**config.mk**
```make
export PLATFORM = sky130hd
export DESIGN_NAME = swmsc_core
export DESIGN_NICKNAME = d
export VERILOG_FILES = /design/src/include/swmsc_pkg.sv /design/src/core/swmsc_core.sv /design/src/core/swmsc_sync.sv /design/src/core/swmsc_timer.sv
export SDC_FILE = /design/constraint.sdc
export NUM_CORES = 1
export LEC_CHECK = 0
export ABC_AREA = 1
export BUFFER_PORTS_ARGS = -buffer_cell sky130_fd_sc_hd__clkbuf_2
export CAP_MARGIN = 0
export CORE_MARGIN = 2
export CORE_UTILIZATION = 24
export DETAILED_ROUTE_END_ITERATION = 8
export GPL_TIMING_DRIVEN = 0
export PLACE_DENSITY = 0.4
export SLEW_MARGIN = 20
export SYNTH_ARGS = -nofsm -noshare
export SYNTH_HDL_FRONTEND = slang
export SYNTH_SLANG_ARGS = --single-unit
```
**constraint.sdc**
```tcl
create_clock -name CLK_SYS_I -period 48.9 [get_ports CLK_SYS_I]
set_input_delay 14.67 -clock CLK_SYS_I [delete_from_list [all_inputs] [get_ports CLK_SYS_I]]
set_output_delay 14.67 -clock CLK_SYS_I [all_outputs]
set_load 0.03 [all_outputs]
```
**src/include/swmsc_pkg.sv**
```systemverilog
// Package: constants and types shared by the switch monitor serial control block
package swmsc_pkg;

  // ==========================================================================
  // Word layout
  // ==========================================================================
  localparam int unsigned WORD_W       = 16;
  localparam int unsigned CNT_W        = 6;
  localparam logic [5:0]  BITS_SINGLE  = 6'h10;
  localparam logic [5:0]  BITS_CHAINED = 6'h20;
  localparam int unsigned NUM_SW       = 12;
  localparam int unsigned NUM_PROG     = 4;
  localparam int unsigned OPC_MSB      = 15;
  localparam int unsigned OPC_LSB      = 12;

  // Response word fields
  localparam int unsigned RSP_INT_BIT  = 15;
  localparam int unsigned RSP_ROLE_BIT = 14;
  localparam int unsigned RSP_MODE_MSB = 13;
  localparam int unsigned RSP_MODE_LSB = 12;

  // Run command fields
  localparam int unsigned RUN_MOD_MSB  = 11;
  localparam int unsigned RUN_MOD_LSB  = 10;
  localparam int unsigned RUN_CP_MSB   = 3;
  localparam int unsigned RUN_CP_LSB   = 0;

  // Command opcodes in the top four bits
  localparam logic [3:0] OPC_SLEEP    = 4'h0;
  localparam logic [3:0] OPC_RUN      = 4'h1;
  localparam logic [3:0] OPC_TRISTATE = 4'h3;
  localparam logic [3:0] OPC_METALLIC = 4'h5;

  // Reset values
  localparam logic [15:0] CMD_RST      = 16'h0000;
  localparam logic [11:0] TRI_RST      = 12'h000;

  // ==========================================================================
  // Timing
  // ==========================================================================
  localparam int unsigned CLK_HZ       = 40_000_000;
  localparam int unsigned WET_TIME_MS  = 20;
  localparam int unsigned WET_CYCLES   = CLK_HZ / 1000 * WET_TIME_MS;
  localparam int unsigned POLL_TIME_MS = 40;
  localparam int unsigned POLL_CYCLES  = CLK_HZ / 1000 * POLL_TIME_MS;
  localparam int unsigned POLL_ON_US   = 100;
  localparam int unsigned POLL_ON_CYC  = CLK_HZ / 1_000_000 * POLL_ON_US;

  // Operating modes
  typedef enum logic [3:0] {
    SWMSC_SLEEP   = 4'b0001,
    SWMSC_NORMAL  = 4'b0010,
    SWMSC_POLL    = 4'b0100,
    SWMSC_POLLTMR = 4'b1000
  } swmsc_mode_t;

  // Mode field codes
  localparam logic [1:0] MODE_NORMAL  = 2'h0;
  localparam logic [1:0] MODE_POLL    = 2'h1;
  localparam logic [1:0] MODE_POLLTMR = 2'h2;
  localparam logic [1:0] MODE_SLEEP   = 2'h3;

endpackage

```
**src/core/swmsc_core.sv**
```systemverilog
// Serial slave, mode control and pin logic of the switch monitor
`timescale 1ns/1ps

module swmsc_core
  import swmsc_pkg::*;
#(
  parameter int unsigned WET_LIMIT  = WET_CYCLES,
  parameter int unsigned POLL_LIMIT = POLL_CYCLES,
  parameter int unsigned ON_LIMIT   = POLL_ON_CYC,
  parameter int unsigned TMR_POLLS  = 8
)
(
  input  wire logic              CLK_SYS_I,
  input  wire logic              RST_I,
  input  wire logic              CS_N_I,
  input  wire logic              SCLK_I,
  input  wire logic              SDI_I,
  input  wire logic              RESET_N_I,
  input  wire logic              ROLE_SELECT_INPUT_I,
  input  wire logic              SYNC_I,
  input  wire logic              INT_N_PIN_I,
  input  wire logic [NUM_SW-1:0] SW_CLOSED_I,
  output logic                   SDO_O,
  output logic                   SDO_OE_O,
  output logic                   INT_N_O,
  output logic                   INT_N_OE_O,
  output logic                   SYNC_O,
  output logic                   SYNC_OE_O,
  output logic                   OSC_EN_O,
  output logic                   SENSE_EN_O,
  output logic [NUM_SW-1:0]      SW_TRISTATE_O,
  output logic [NUM_SW-1:0]      WET_REDUCE_O,
  output logic [NUM_PROG-1:0]    PROG_TO_BAT_O,
  output logic [NUM_SW-1:0]      METALLIC_O,
  output logic                   TEST_MODE_O
);

  // ==========================================================================
  // Pin synchronisers
  // ==========================================================================
  logic cs_n_s;
  logic sclk_s;
  logic sdi_s;
  logic rst_n_s;
  logic sync_s;
  logic role_s;
  logic intp_s;

  swmsc_sync #(.RST_VAL(1'b1)) u_cs   (.clk_i(CLK_SYS_I), .rst_i(RST_I), .pin_i(CS_N_I),
                                       .lvl_o(cs_n_s));
  swmsc_sync #(.RST_VAL(1'b0)) u_sclk (.clk_i(CLK_SYS_I), .rst_i(RST_I), .pin_i(SCLK_I),
                                       .lvl_o(sclk_s));
  swmsc_sync #(.RST_VAL(1'b0)) u_sdi  (.clk_i(CLK_SYS_I), .rst_i(RST_I), .pin_i(SDI_I),
                                       .lvl_o(sdi_s));
  swmsc_sync #(.RST_VAL(1'b0)) u_rstn (.clk_i(CLK_SYS_I), .rst_i(RST_I), .pin_i(RESET_N_I),
                                       .lvl_o(rst_n_s));
  swmsc_sync #(.RST_VAL(1'b0)) u_sync (.clk_i(CLK_SYS_I), .rst_i(RST_I), .pin_i(SYNC_I),
                                       .lvl_o(sync_s));
  swmsc_sync #(.RST_VAL(1'b0)) u_role (.clk_i(CLK_SYS_I), .rst_i(RST_I),
                                       .pin_i(ROLE_SELECT_INPUT_I), .lvl_o(role_s));
  swmsc_sync #(.RST_VAL(1'b1)) u_intp (.clk_i(CLK_SYS_I), .rst_i(RST_I), .pin_i(INT_N_PIN_I),
                                       .lvl_o(intp_s));

  logic [NUM_SW-1:0] sw_m1_r;
  logic [NUM_SW-1:0] sw_m2_r;
  logic [NUM_SW-1:0] sw_m3_r;
  logic [NUM_SW-1:0] sw_s_r;

  // Switch comparator outputs, three stages, agree filter
  always_ff @(posedge CLK_SYS_I or posedge RST_I)
  begin
    if (RST_I)
    begin
      sw_m1_r <= '0;
      sw_m2_r <= '0;
      sw_m3_r <= '0;
      sw_s_r  <= '0;
    end
    else
    begin
      sw_m1_r <= SW_CLOSED_I;
      sw_m2_r <= sw_m1_r;
      sw_m3_r <= sw_m2_r;
      sw_s_r  <= (sw_m2_r & sw_m3_r) | (sw_s_r & (sw_m2_r | sw_m3_r));
    end
  end

  // ==========================================================================
  // Edge detection
  // ==========================================================================
  logic cs_d_r;
  logic sclk_d_r;
  logic sync_d_r;

  always_ff @(posedge CLK_SYS_I or posedge RST_I)
  begin
    if (RST_I)
    begin
      cs_d_r   <= 1'b1;
      sclk_d_r <= 1'b0;
      sync_d_r <= 1'b0;
    end
    else
    begin
      cs_d_r   <= cs_n_s;
      sclk_d_r <= sclk_s;
      sync_d_r <= sync_s;
    end
  end

  wire cs_fall   = cs_d_r && !cs_n_s;
  wire cs_rise   = !cs_d_r && cs_n_s;
  wire selected  = !cs_n_s && !cs_d_r;
  wire sclk_rise = selected && sclk_s && !sclk_d_r;
  wire sclk_fall = selected && !sclk_s && sclk_d_r;
  wire sync_rise = sync_s && !sync_d_r;
  wire hw_reset  = !rst_n_s;

  // ==========================================================================
  // Mode state
  // ==========================================================================
  swmsc_mode_t mode_r;
  swmsc_mode_t mode_nxt;
  logic [15:0] cmd_r;
  logic [11:0] tri_r;
  logic [11:0] met_r;
  logic [3:0]  cp_r;
  logic        test_r;

  logic [15:0] shin_r;
  logic [15:0] shout_r;
  logic [5:0]  bitcnt_r;

  wire [3:0] opc       = shin_r[OPC_MSB:OPC_LSB];
  wire       len_ok    = (bitcnt_r == BITS_SINGLE) || (bitcnt_r == BITS_CHAINED);
  wire       apply     = cs_rise && len_ok;
  wire       is_sleep  = apply && (opc == OPC_SLEEP);
  wire       is_run    = apply && (opc == OPC_RUN);
  wire       is_tri    = apply && (opc == OPC_TRISTATE);
  wire       is_met    = apply && (opc == OPC_METALLIC);
  wire       is_test   = apply && opc[3];
  wire [1:0] run_mod   = shin_r[RUN_MOD_MSB:RUN_MOD_LSB];
  wire       polling   = (mode_r == SWMSC_POLL) || (mode_r == SWMSC_POLLTMR);

  // Poll sequencing signals
  logic        poll_on_r;
  logic        closed_seen;
  logic        tmr_expire;

  always_comb
  begin
    mode_nxt = mode_r;
    if (is_sleep)
      mode_nxt = SWMSC_SLEEP;
    else if (is_run)
      mode_nxt = (run_mod == MODE_POLL)    ? SWMSC_POLL :
                 (run_mod == MODE_POLLTMR) ? SWMSC_POLLTMR : SWMSC_NORMAL;
    // tri-state and metallic also wake from sleep
    else if ((is_tri || is_met) && (mode_r == SWMSC_SLEEP))
      mode_nxt = SWMSC_NORMAL;
    else if (polling && poll_on_r && closed_seen)
      mode_nxt = SWMSC_NORMAL;
  end

  // reset pin forces sleep and clears state
  always_ff @(posedge CLK_SYS_I or posedge RST_I)
  begin
    if (RST_I)
    begin
      mode_r <= SWMSC_SLEEP;
      cmd_r  <= CMD_RST;
      tri_r  <= TRI_RST;
      met_r  <= '0;
      cp_r   <= '0;
      test_r <= 1'b0;
    end
    else if (hw_reset)
    begin
      mode_r <= SWMSC_SLEEP;
      cmd_r  <= CMD_RST;
      tri_r  <= TRI_RST;
      met_r  <= '0;
      cp_r   <= '0;
      test_r <= 1'b0;
    end
    else
    begin
      // command takes effect at select rise
      mode_r <= mode_nxt;
      if (is_sleep || is_run || is_tri || is_met || is_test)
        cmd_r <= shin_r;
      if (is_tri)
        tri_r <= shin_r[11:0];
      if (is_met)
        met_r <= shin_r[11:0];
      if (is_run)
        cp_r <= shin_r[RUN_CP_MSB:RUN_CP_LSB];
      if (is_test)
        test_r <= 1'b1;
      else if (is_sleep || is_run || is_tri || is_met)
        test_r <= 1'b0;
    end
  end

  // ==========================================================================
  // Shift registers
  // ==========================================================================
  wire [1:0] mode_code = (mode_r == SWMSC_SLEEP)   ? MODE_SLEEP :
                         (mode_r == SWMSC_POLL)    ? MODE_POLL :
                         (mode_r == SWMSC_POLLTMR) ? MODE_POLLTMR : MODE_NORMAL;
  // closed is 1; tri-stated inputs report 0
  wire [NUM_SW-1:0] sw_rpt = (mode_r == SWMSC_SLEEP) ? '0 : (sw_s_r & ~tri_r);
  // flag is inverse of interrupt pin
  wire [15:0] rsp_word = {!intp_s, role_s, mode_code, sw_rpt};

  always_ff @(posedge CLK_SYS_I or posedge RST_I)
  begin
    if (RST_I)
    begin
      shin_r   <= '0;
      shout_r  <= '0;
      bitcnt_r <= '0;
    end
    else if (cs_fall)
    begin
      shout_r  <= rsp_word;
      bitcnt_r <= '0;
    end
    else
    begin
      if (sclk_rise)
      begin
        shin_r   <= {shin_r[14:0], sdi_s};
        bitcnt_r <= (&bitcnt_r) ? bitcnt_r : bitcnt_r + 6'h01;
      end
      // advance on falling clock, chained data follows
      if (sclk_fall)
        shout_r <= {shout_r[14:0], shin_r[0]};
    end
  end

  // ==========================================================================
  // Serial output driver
  // ==========================================================================
  // MSB appears as soon as select falls
  always_ff @(posedge CLK_SYS_I or posedge RST_I)
  begin
    if (RST_I)
    begin
      SDO_O    <= 1'b0;
      SDO_OE_O <= 1'b0;
    end
    else
    begin
      SDO_OE_O <= !cs_n_s;
      SDO_O    <= cs_fall ? rsp_word[15] : (sclk_fall ? shout_r[14] : SDO_O);
    end
  end

  // ==========================================================================
  // Polling oscillator and sequencer
  // ==========================================================================
  localparam int unsigned PW = $clog2(POLL_LIMIT + 1);
  localparam int unsigned OW = $clog2(ON_LIMIT + 1);
  localparam int unsigned TW = $clog2(TMR_POLLS + 1);

  logic [PW-1:0] per_r;
  logic [OW-1:0] on_r;
  logic [TW-1:0] polls_r;
  logic          sync_r;

  wire master    = role_s;
  // master runs oscillator, slave halts it between polls while polling
  wire osc_run   = !polling || master || poll_on_r;
  wire per_done  = (per_r == PW'(POLL_LIMIT - 1));
  // master starts polls; slave starts on sync
  wire poll_go   = polling && !poll_on_r && (master ? per_done : sync_rise);
  wire on_done   = (on_r == OW'(ON_LIMIT - 1));
  assign closed_seen = |sw_rpt;
  assign tmr_expire  = (mode_r == SWMSC_POLLTMR) && poll_on_r && on_done
                       && (polls_r == TW'(TMR_POLLS - 1));

  always_ff @(posedge CLK_SYS_I or posedge RST_I)
  begin
    if (RST_I)
    begin
      per_r     <= '0;
      on_r      <= '0;
      polls_r   <= '0;
      poll_on_r <= 1'b0;
      sync_r    <= 1'b0;
    end
    else if (hw_reset || !polling)
    begin
      per_r     <= '0;
      on_r      <= '0;
      polls_r   <= '0;
      poll_on_r <= 1'b0;
      sync_r    <= 1'b0;
    end
    else
    begin
      per_r  <= (master && !poll_on_r && !per_done) ? per_r + PW'(1) : '0;
      sync_r <= master && poll_go;
      if (poll_go)
        poll_on_r <= 1'b1;
      else if (poll_on_r && on_done)
        poll_on_r <= 1'b0;
      on_r <= (poll_on_r && !on_done) ? on_r + OW'(1) : '0;
      if (tmr_expire)
        polls_r <= '0;
      else if (poll_on_r && on_done)
        polls_r <= polls_r + TW'(1);
    end
  end

  // ==========================================================================
  // Interrupt output
  // ==========================================================================
  logic [NUM_SW-1:0] sw_prev_r;
  logic              int_r;

  wire chg_evt  = (mode_r == SWMSC_NORMAL) && (sw_rpt != sw_prev_r);
  // polling interrupts only while currents on
  wire poll_evt = polling && poll_on_r && (closed_seen || tmr_expire);

  always_ff @(posedge CLK_SYS_I or posedge RST_I)
  begin
    if (RST_I)
    begin
      sw_prev_r <= '0;
      int_r     <= 1'b0;
    end
    else
    begin
      sw_prev_r <= sw_rpt;
      // select rise releases, new event wins
      if (hw_reset)
        int_r <= 1'b0;
      else if (chg_evt || poll_evt)
        int_r <= 1'b1;
      else if (cs_rise)
        int_r <= 1'b0;
    end
  end

  // ==========================================================================
  // Pin and analog control outputs
  // ==========================================================================
  genvar gi;
  logic [NUM_SW-1:0] wet_red;
  generate
    for (gi = 0; gi < NUM_SW; gi++)
    begin : g_wet
      swmsc_timer #(.LIMIT(WET_LIMIT)) u_tmr (
        .clk_i    (CLK_SYS_I),
        .rst_i    (RST_I),
        .closed_i (sw_s_r[gi] && !hw_reset),
        .reduce_o (wet_red[gi])
      );
    end
  endgenerate

  wire sleeping = (mode_r == SWMSC_SLEEP);

  always_ff @(posedge CLK_SYS_I or posedge RST_I)
  begin
    if (RST_I)
    begin
      INT_N_O       <= 1'b0;
      INT_N_OE_O    <= 1'b0;
      SYNC_O        <= 1'b0;
      SYNC_OE_O     <= 1'b0;
      OSC_EN_O      <= 1'b1;
      SENSE_EN_O    <= 1'b0;
      SW_TRISTATE_O <= '1;
      WET_REDUCE_O  <= '0;
      PROG_TO_BAT_O <= '0;
      METALLIC_O    <= '0;
      TEST_MODE_O   <= 1'b0;
    end
    else
    begin
      INT_N_O       <= 1'b0;             // Open drain: drive low only
      INT_N_OE_O    <= int_r;
      SYNC_O        <= sync_r;
      SYNC_OE_O     <= master && polling;
      OSC_EN_O      <= osc_run;
      SENSE_EN_O    <= !sleeping && (!polling || poll_on_r);
      SW_TRISTATE_O <= sleeping ? '1 : tri_r;
      WET_REDUCE_O  <= wet_red;
      PROG_TO_BAT_O <= cp_r;
      METALLIC_O    <= met_r;
      TEST_MODE_O   <= test_r;
    end
  end

endmodule

```
**src/core/swmsc_sync.sv**
```systemverilog
// Three-stage pin synchroniser with agreement filter
`timescale 1ns/1ps
module swmsc_sync
  import swmsc_pkg::*;
#(
  parameter logic RST_VAL = 1'b0
)
(
  input  wire logic clk_i,
  input  wire logic rst_i,
  input  wire logic pin_i,
  output logic      lvl_o
);

  logic s1_r;
  logic s2_r;
  logic s3_r;

  // ==========================================================================
  // Synchroniser chain
  // ==========================================================================
  // Stage one feeds stage two only
  always_ff @(posedge clk_i or posedge rst_i)
  begin
    if (rst_i)
    begin
      s1_r  <= RST_VAL;
      s2_r  <= RST_VAL;
      s3_r  <= RST_VAL;
      lvl_o <= RST_VAL;
    end
    else
    begin
      s1_r <= pin_i;
      s2_r <= s1_r;
      s3_r <= s2_r;
      if (s2_r == s3_r)
        lvl_o <= s3_r;  // Change counts once two stages agree
    end
  end

endmodule

```
**src/core/swmsc_timer.sv**
```systemverilog
// Per-switch closure timer that lowers the wetting current
`timescale 1ns/1ps
module swmsc_timer
  import swmsc_pkg::*;
#(
  parameter int unsigned LIMIT = WET_CYCLES
)
(
  input  wire logic clk_i,
  input  wire logic rst_i,
  input  wire logic closed_i,
  output logic      reduce_o
);

  localparam int unsigned TW = $clog2(LIMIT + 1);

  logic [TW-1:0] cnt_r;
  wire           done = (cnt_r == TW'(LIMIT));

  // ==========================================================================
  // Closure time counter
  // ==========================================================================
  always_ff @(posedge clk_i or posedge rst_i)
  begin
    if (rst_i)
    begin
      cnt_r    <= '0;
      reduce_o <= 1'b0;
    end
    else
    begin
      if (!closed_i)
        cnt_r <= '0;
      else if (!done)
        cnt_r <= cnt_r + TW'(1);
      reduce_o <= closed_i && done;
    end
  end

endmodule

```
==> run metrics, run 1 <==
CTS H-tree lvls 2; vias in the first global route ~17,000; GRT overflow 0; drc violations 0; Synth Instances 2,531; Max-Cap Viols 0; largest cells by area after synthesis dfrtp_1, nand2_1, inv_1; fin nets 2,720; CTS tree done; RSZ-0062 raised after global routing no; Post-Syn Area roughly 23,000 µm²; total number of vias between 15,000 and 20,000; Max Clock Freq 62.15 MHz; P_leak 12.07 nW; Syn Nets between 2,000 and 3,000; Initial Utilization between 20% and 30%; most frequent cell after synthesis dfrtp_1; overall global routing resource usage 11.12%; Crit. End Element output pin; Final Max Tran Viols 0; peak supply drop ~0.025 mV; Root Driver clkbuf_16; sequential-to-total area share from yosys stat between 50% and 60%; drt wl/cell roughly 13 µm; dpl cell area between 20,000 and 25,000 µm²; setup_tns 0 ns; crit path kind reg2out; core area about 93,000 µm²; largest net degree at the start of global routing 98; die height between 300 and 400 µm; crit start category register; family with the most delay on the worst path flip-flops; final hold vios 0; Syn-to-layout area delta 18.45%; worst slew pin tran between 0.7 and 0.8 ns; CP cell instances clkbuf_2; Hold-fix buffers, CTS 0; Slowest cell on crit path dfstp_2; skew final ~0.023 ns; Tcrit/Tclk final 32.90%; Num CTS Buffers 61; crit path buf inv count 1; DP Worst Slack approximately 33 ns; I/O pins 70; Routed WL around 53 mm; die area just under 100,000 µm²; Synth Register Bits between 500 and 600; post-CTS setup buffer count 0; die width approximately 310 µm; Cells after DPL approximately 3,900; Slew HR 50.10%; initial antenna violation count 1; CP peak stage delay about 0.56 ns; Max Buffers Root-to-Sink 3; Avg Inst Size Synth ~9.0 µm²; CTS clk-pin slew, worst paths roughly 0.060 ns; Rows 112; largest fanout on the critical path 1; Post-Layout Inst Area about 27,000 µm²; post_cts resized 0; clock latency on the worst-skew pair 0.64 ns; first-pass GRT wire length 89.70 mm; via/cell ratio ~4.3; EDFF count, synth 0; minimum clock period about 16 ns; post-DP HPWL ~38 mm; initial drt markers just over 900; DR pass1 iterations 5; Final setup viols 0; Hold Crit Class reg2reg; Sink Count around 500; Synth top area share a little over half; Synth Flop Type dfrtp_1; share of cells above drive strength 1 a little over an eighth; placer's final routability congestion estimate a little over 0.8; most frequent cells after synthesis dfrtp_1, nand2_1, inv_1, nor2_1, o21ai_0; final total power 1.000 mW; input/output buffers ~70; asr flop ratio synth 100.0%; fin cells just under 4,000; Worst EP arrival between 1 and 1.5 ns; antenna-violating nets left 0; warnings from Yosys 0; Final WS setup between 30 and 40 ns; Required @ worst endpoint between 30 and 40 ns; number of library cell types mapped by synthesis 56; largest area contributor in the synthesized netlist dfrtp_1; PwrDens roughly 37 nW/µm²; run status complete, no violations
## per-layer routing
layer / part of all wire [%] / up-vias / track usage, %
met3: 3.7 / 85 / 2.123
li1: - / 8598 / -
met4: 3.0 / 0 / 3.942
met2: 44 / 216 / 17.49
met5: 0 / - / 0
met1: 49 / 8181 / 15.22
## path summary, 6_finish.rpt
path | startpoint | to | slack, ns | cells after the start
setup reg to reg | mode_r[0] | SW_TRISTATE_O[9] | 46.79 | 7
hold / removal | g_wet[9].u_tmr.reduce_o | WET_REDUCE_O[9] | 0.33 | 0
max in group asynchronous | RST_I | u_cs.s1_r | 33.33 | 5
min in group asynchronous | RST_I | WET_REDUCE_O[10] | 14.07 | 2
setup / recovery | SW_TRISTATE_O[5] | SW_TRISTATE_O[5] | 32.81 | 1
hold reg to reg | g_wet[9].u_tmr.reduce_o | WET_REDUCE_O[9] | 0.33 | 0
## per-stage QoR
stage,hold WS (ns),util (%)
3_3_place_gp,0.3322,26.31
2_1_floorplan,0.3312,-
6_report,0.3350,28.74
4_1_cts,0.3398,28.74
3_5_place_dp,0.3347,26.49
5_1_grt,0.3395,28.74
## cell type report
class	instances	area (µm²)
fill	9841	66610
sequential	501	12570
multi-input combinational	1634	8556
clock buffer	90	1805
tap	1254	1569
inverter	358	1351
timing repair buffer	74	505.5
clock inverter	26	294.0
buffer	38	214.0
antenna	1	2.502
## state kept, by name, indices dropped and copies added, names as in the netlist, 15 cells and up
signal and count:
per_r 21, shin_r 16, shout_r 15, g_wet.u_tmr.cnt_r 240
## kinds of logic after synthesis
group | count (synthesis) | share of synthesized area [%]
and+or+nand+nor | 1131 | 23.88
other | 1 | 0.01653
adders and majority gates | 50 | 2.549
AOI/OAI and AO/OA | 415 | 9.848
DFF | 501 | 55.41
buffers and inverters | 396 | 6.869
xor gates and xnor gates | 37 | 1.429
## where the power goes
group	switching [mW]	internal [mW]
clock network	0.183	0.281
logic	0.0546	0.0219
registers	0.0190	0.440
total	0.257	0.743
## cells in the final DEF (no fill, tap or decap), types with 23 or more instances in the layout
| master | n |
|---|---|
| clkbuf_16 | 61 |
| dfstp_2 | 23 |
| o21ai_0 | 172 |
| nor4_1 | 47 |
| nand4_1 | 49 |
| ha_1 | 31 |
| clkbuf_2 | 69 |
| nand2_1 | 443 |
| nor2_1 | 267 |
| dfrtp_1 | 478 |
| nor2_2 | 28 |
| inv_1 | 336 |
| nand3_1 | 115 |
| nor3_1 | 69 |
| a21oi_1 | 151 |
| xor2_1 | 25 |
| o21ai_1 | 38 |
(Power assumes the default switching activity.)
==> inputs of run 2 (changes only) <==
==> constraint.sdc (replaced) <==
create_clock -name CLK_SYS_I -period 15.8 [get_ports CLK_SYS_I]
set_input_delay 4.74 -clock CLK_SYS_I [delete_from_list [all_inputs] [get_ports CLK_SYS_I]]
set_output_delay 4.74 -clock CLK_SYS_I [all_outputs]
set_load 0.03 [all_outputs]
==> run 2 against run 1 <==
Net effect:
- core utilization up 0.21 points
- die area unchanged
- worst hold slack better by 0.012 ns
- final cell count up 0.18%
- design area up 0.72%
- first-iteration DRC count up 21%
- routed wire length up 0.51%
- register-to-register slack worse by 33 ns
- critical endpoint is now SW_TRISTATE_O[1]
==> run metrics, run 2 (synthesis gave the netlist of run 1 again) <==
post-DP HPWL between 30 and 40 mm; drt wl/cell 13.48 µm; Logic pwr share 7.9%; vias in the first global route between 15,000 and 20,000; Final setup viols 0; most flop-heavy register g_wet.u_tmr.cnt_r; ANT cells 0; GRT overflow 0; Sink Count between 500 and 600; critical path endpoint SW_TRISTATE_O[1]; total number of vias 17,210; max reg flops 240; reg2reg start mode_r[0]; Syn-to-layout area delta 19.30%; placer's final routability congestion estimate between 0.7 and 0.8; met3 WL around 2.1 mm; Stages on worst setup path 1; core area around 93,000 µm²; Largest regs g_wet.u_tmr.cnt_r (240), per_r (21), shin_r (16); initial antenna violation count 1; switching power approximately 0.79 mW; crit start category register; first element of the critical path SW_TRISTATE_O[1]; RSZ-0062 raised after global routing no; P_leak ~12 nW; peak supply drop 0.07797 mV; skew final between 0.015 and 0.02 ns; I/O pins 70; Crit. End Element output pin; Sw Ratio around a quarter; Slew HR between 40% and 50%; Hold Crit Class reg2reg; Root Driver clkbuf_16; Rows ~110; most common cell after layout, fill and taps aside dfrtp_1; WHS 0.3470 ns; family with the most delay on the worst path flip-flops; dpl cell area about 25,000 µm²; share of cells above drive strength 1 ~14%; Max-Cap Viols 0; CTS tree done; fin nets 2,731; initial drt markers roughly 1,100; largest fanout on the critical path 1; DR pass1 iterations 5; clock network power share a little under half; clock latency on the worst-skew pair between 0.6 and 0.7 ns; highest routed layer met4; Num CTS Buffers 60; DP Worst Slack roughly 9.6 ns; Reg2Reg Depth 7; worst slew pin tran a little under 0.8 ns; Final Max Tran Viols 0; Required @ worst endpoint around 11 ns; most frequent cells in the layout dfrtp_1, nand2_1, inv_1, nor2_1, o21ai_0; antenna-violating nets left 0; crit path buf inv count 1; Seq pwr share a little under half; routed wl met2 approximately 24 mm; Final WS setup 9.650 ns; post_cts resized 0; CTS H-tree lvls 2; final total power 3.102 mW; CP peak stage delay about 0.58 ns; RR Endpoint SW_TRISTATE_O[0]; final hold vios 0; drc violations 0; CP cell instances clkbuf_2; Post-Layout Inst Area 27,060 µm²; Tcrit/Tclk final 38.92%; Max Buffers Root-to-Sink 3; PwrDens roughly 110 nW/µm²; Hold-fix buffers, CTS 0; die height roughly 310 µm; Routed WL between 50 and 60 mm; largest net degree at the start of global routing 33; setup_tns 0 ns; post-CTS setup buffer count 0; FF-to-FF setup slack 13.64 ns; run status complete, no violations; Worst EP arrival ~1.4 ns; overall global routing resource usage approximately 11%; first-pass GRT wire length slightly above 90 mm; CTS clk-pin slew, worst paths roughly 0.06 ns; Initial Utilization between 20% and 30%; Pint ~2.3 mW; via/cell ratio ~4.3; minimum clock period 6.150 ns; die width just over 300 µm; die area 96,970 µm²; Worst Hold Launch sync_r; Slowest cell on crit path dfstp_2; input/output buffers around 70; Routed met1 length about 26 mm; Max Clock Freq about 160 MHz; crit path kind reg2out
==> run 2: stage by stage <==
| stage | std cells | util (%) |
|---|---|---|
| after detailed placement | 3871 | 26.72 |
| after floorplan | 2531 | - |
| after global placement | 3853 | 26.31 |
| after global routing | 3983 | 28.95 |
| after CTS | 3983 | 28.95 |
| final | 3983 | 28.95 |
==> run 2: per-layer routing <==
layer	up-vias	global-route usage, %
li1	8612	-
met5	-	0
met2	257	18.16
met1	8256	15.10
met3	81	2.010
met4	0	3.667
==> run 2: cell type report <==
| cell class | instances | area [µm²] |
|---|---|---|
| Tap cell | 1254 | 1569 |
| Sequential cell | 501 | 12570 |
| Buffer | 38 | 214.0 |
| Fill cell | 9899 | 66410 |
| Inverter | 358 | 1348 |
| Timing Repair Buffer | 86 | 723.2 |
| Clock inverter | 31 | 367.9 |
| Multi-Input combinational cell | 1634 | 8556 |
| Clock buffer | 81 | 1713 |
==> run 2: worst min path at each step <==
| stage | endpoint | slack, ns | cells after the start |
|---|---|---|---|
| 2_1_floorplan | SYNC_O | 0.33 | 0 |
| 3_3_place_gp | WET_REDUCE_O[6] | 0.33 | 0 |
| 3_5_place_dp | WET_REDUCE_O[5] | 0.33 | 0 |
| 4_1_cts | WET_REDUCE_O[5] | 0.34 | 0 |
| 5_1_grt | sw_m2_r[10] | 0.35 | 0 |
| 6_report | SYNC_O | 0.35 | 0 |
==> run 2: power by group through the flow <==
| stage | sequential, mW | combinational (mW) | clock, mW |
|---|---|---|---|
| after floorplan | 1.45 | 0.138 | 0 |
| after global placement | 1.44 | 0.239 | 0 |
| after detailed placement | 1.44 | 0.253 | 0 |
| after CTS | 1.42 | 0.254 | 1.51 |
| after global routing | 1.43 | 0.280 | 1.56 |
| final | 1.42 | 0.246 | 1.44 |
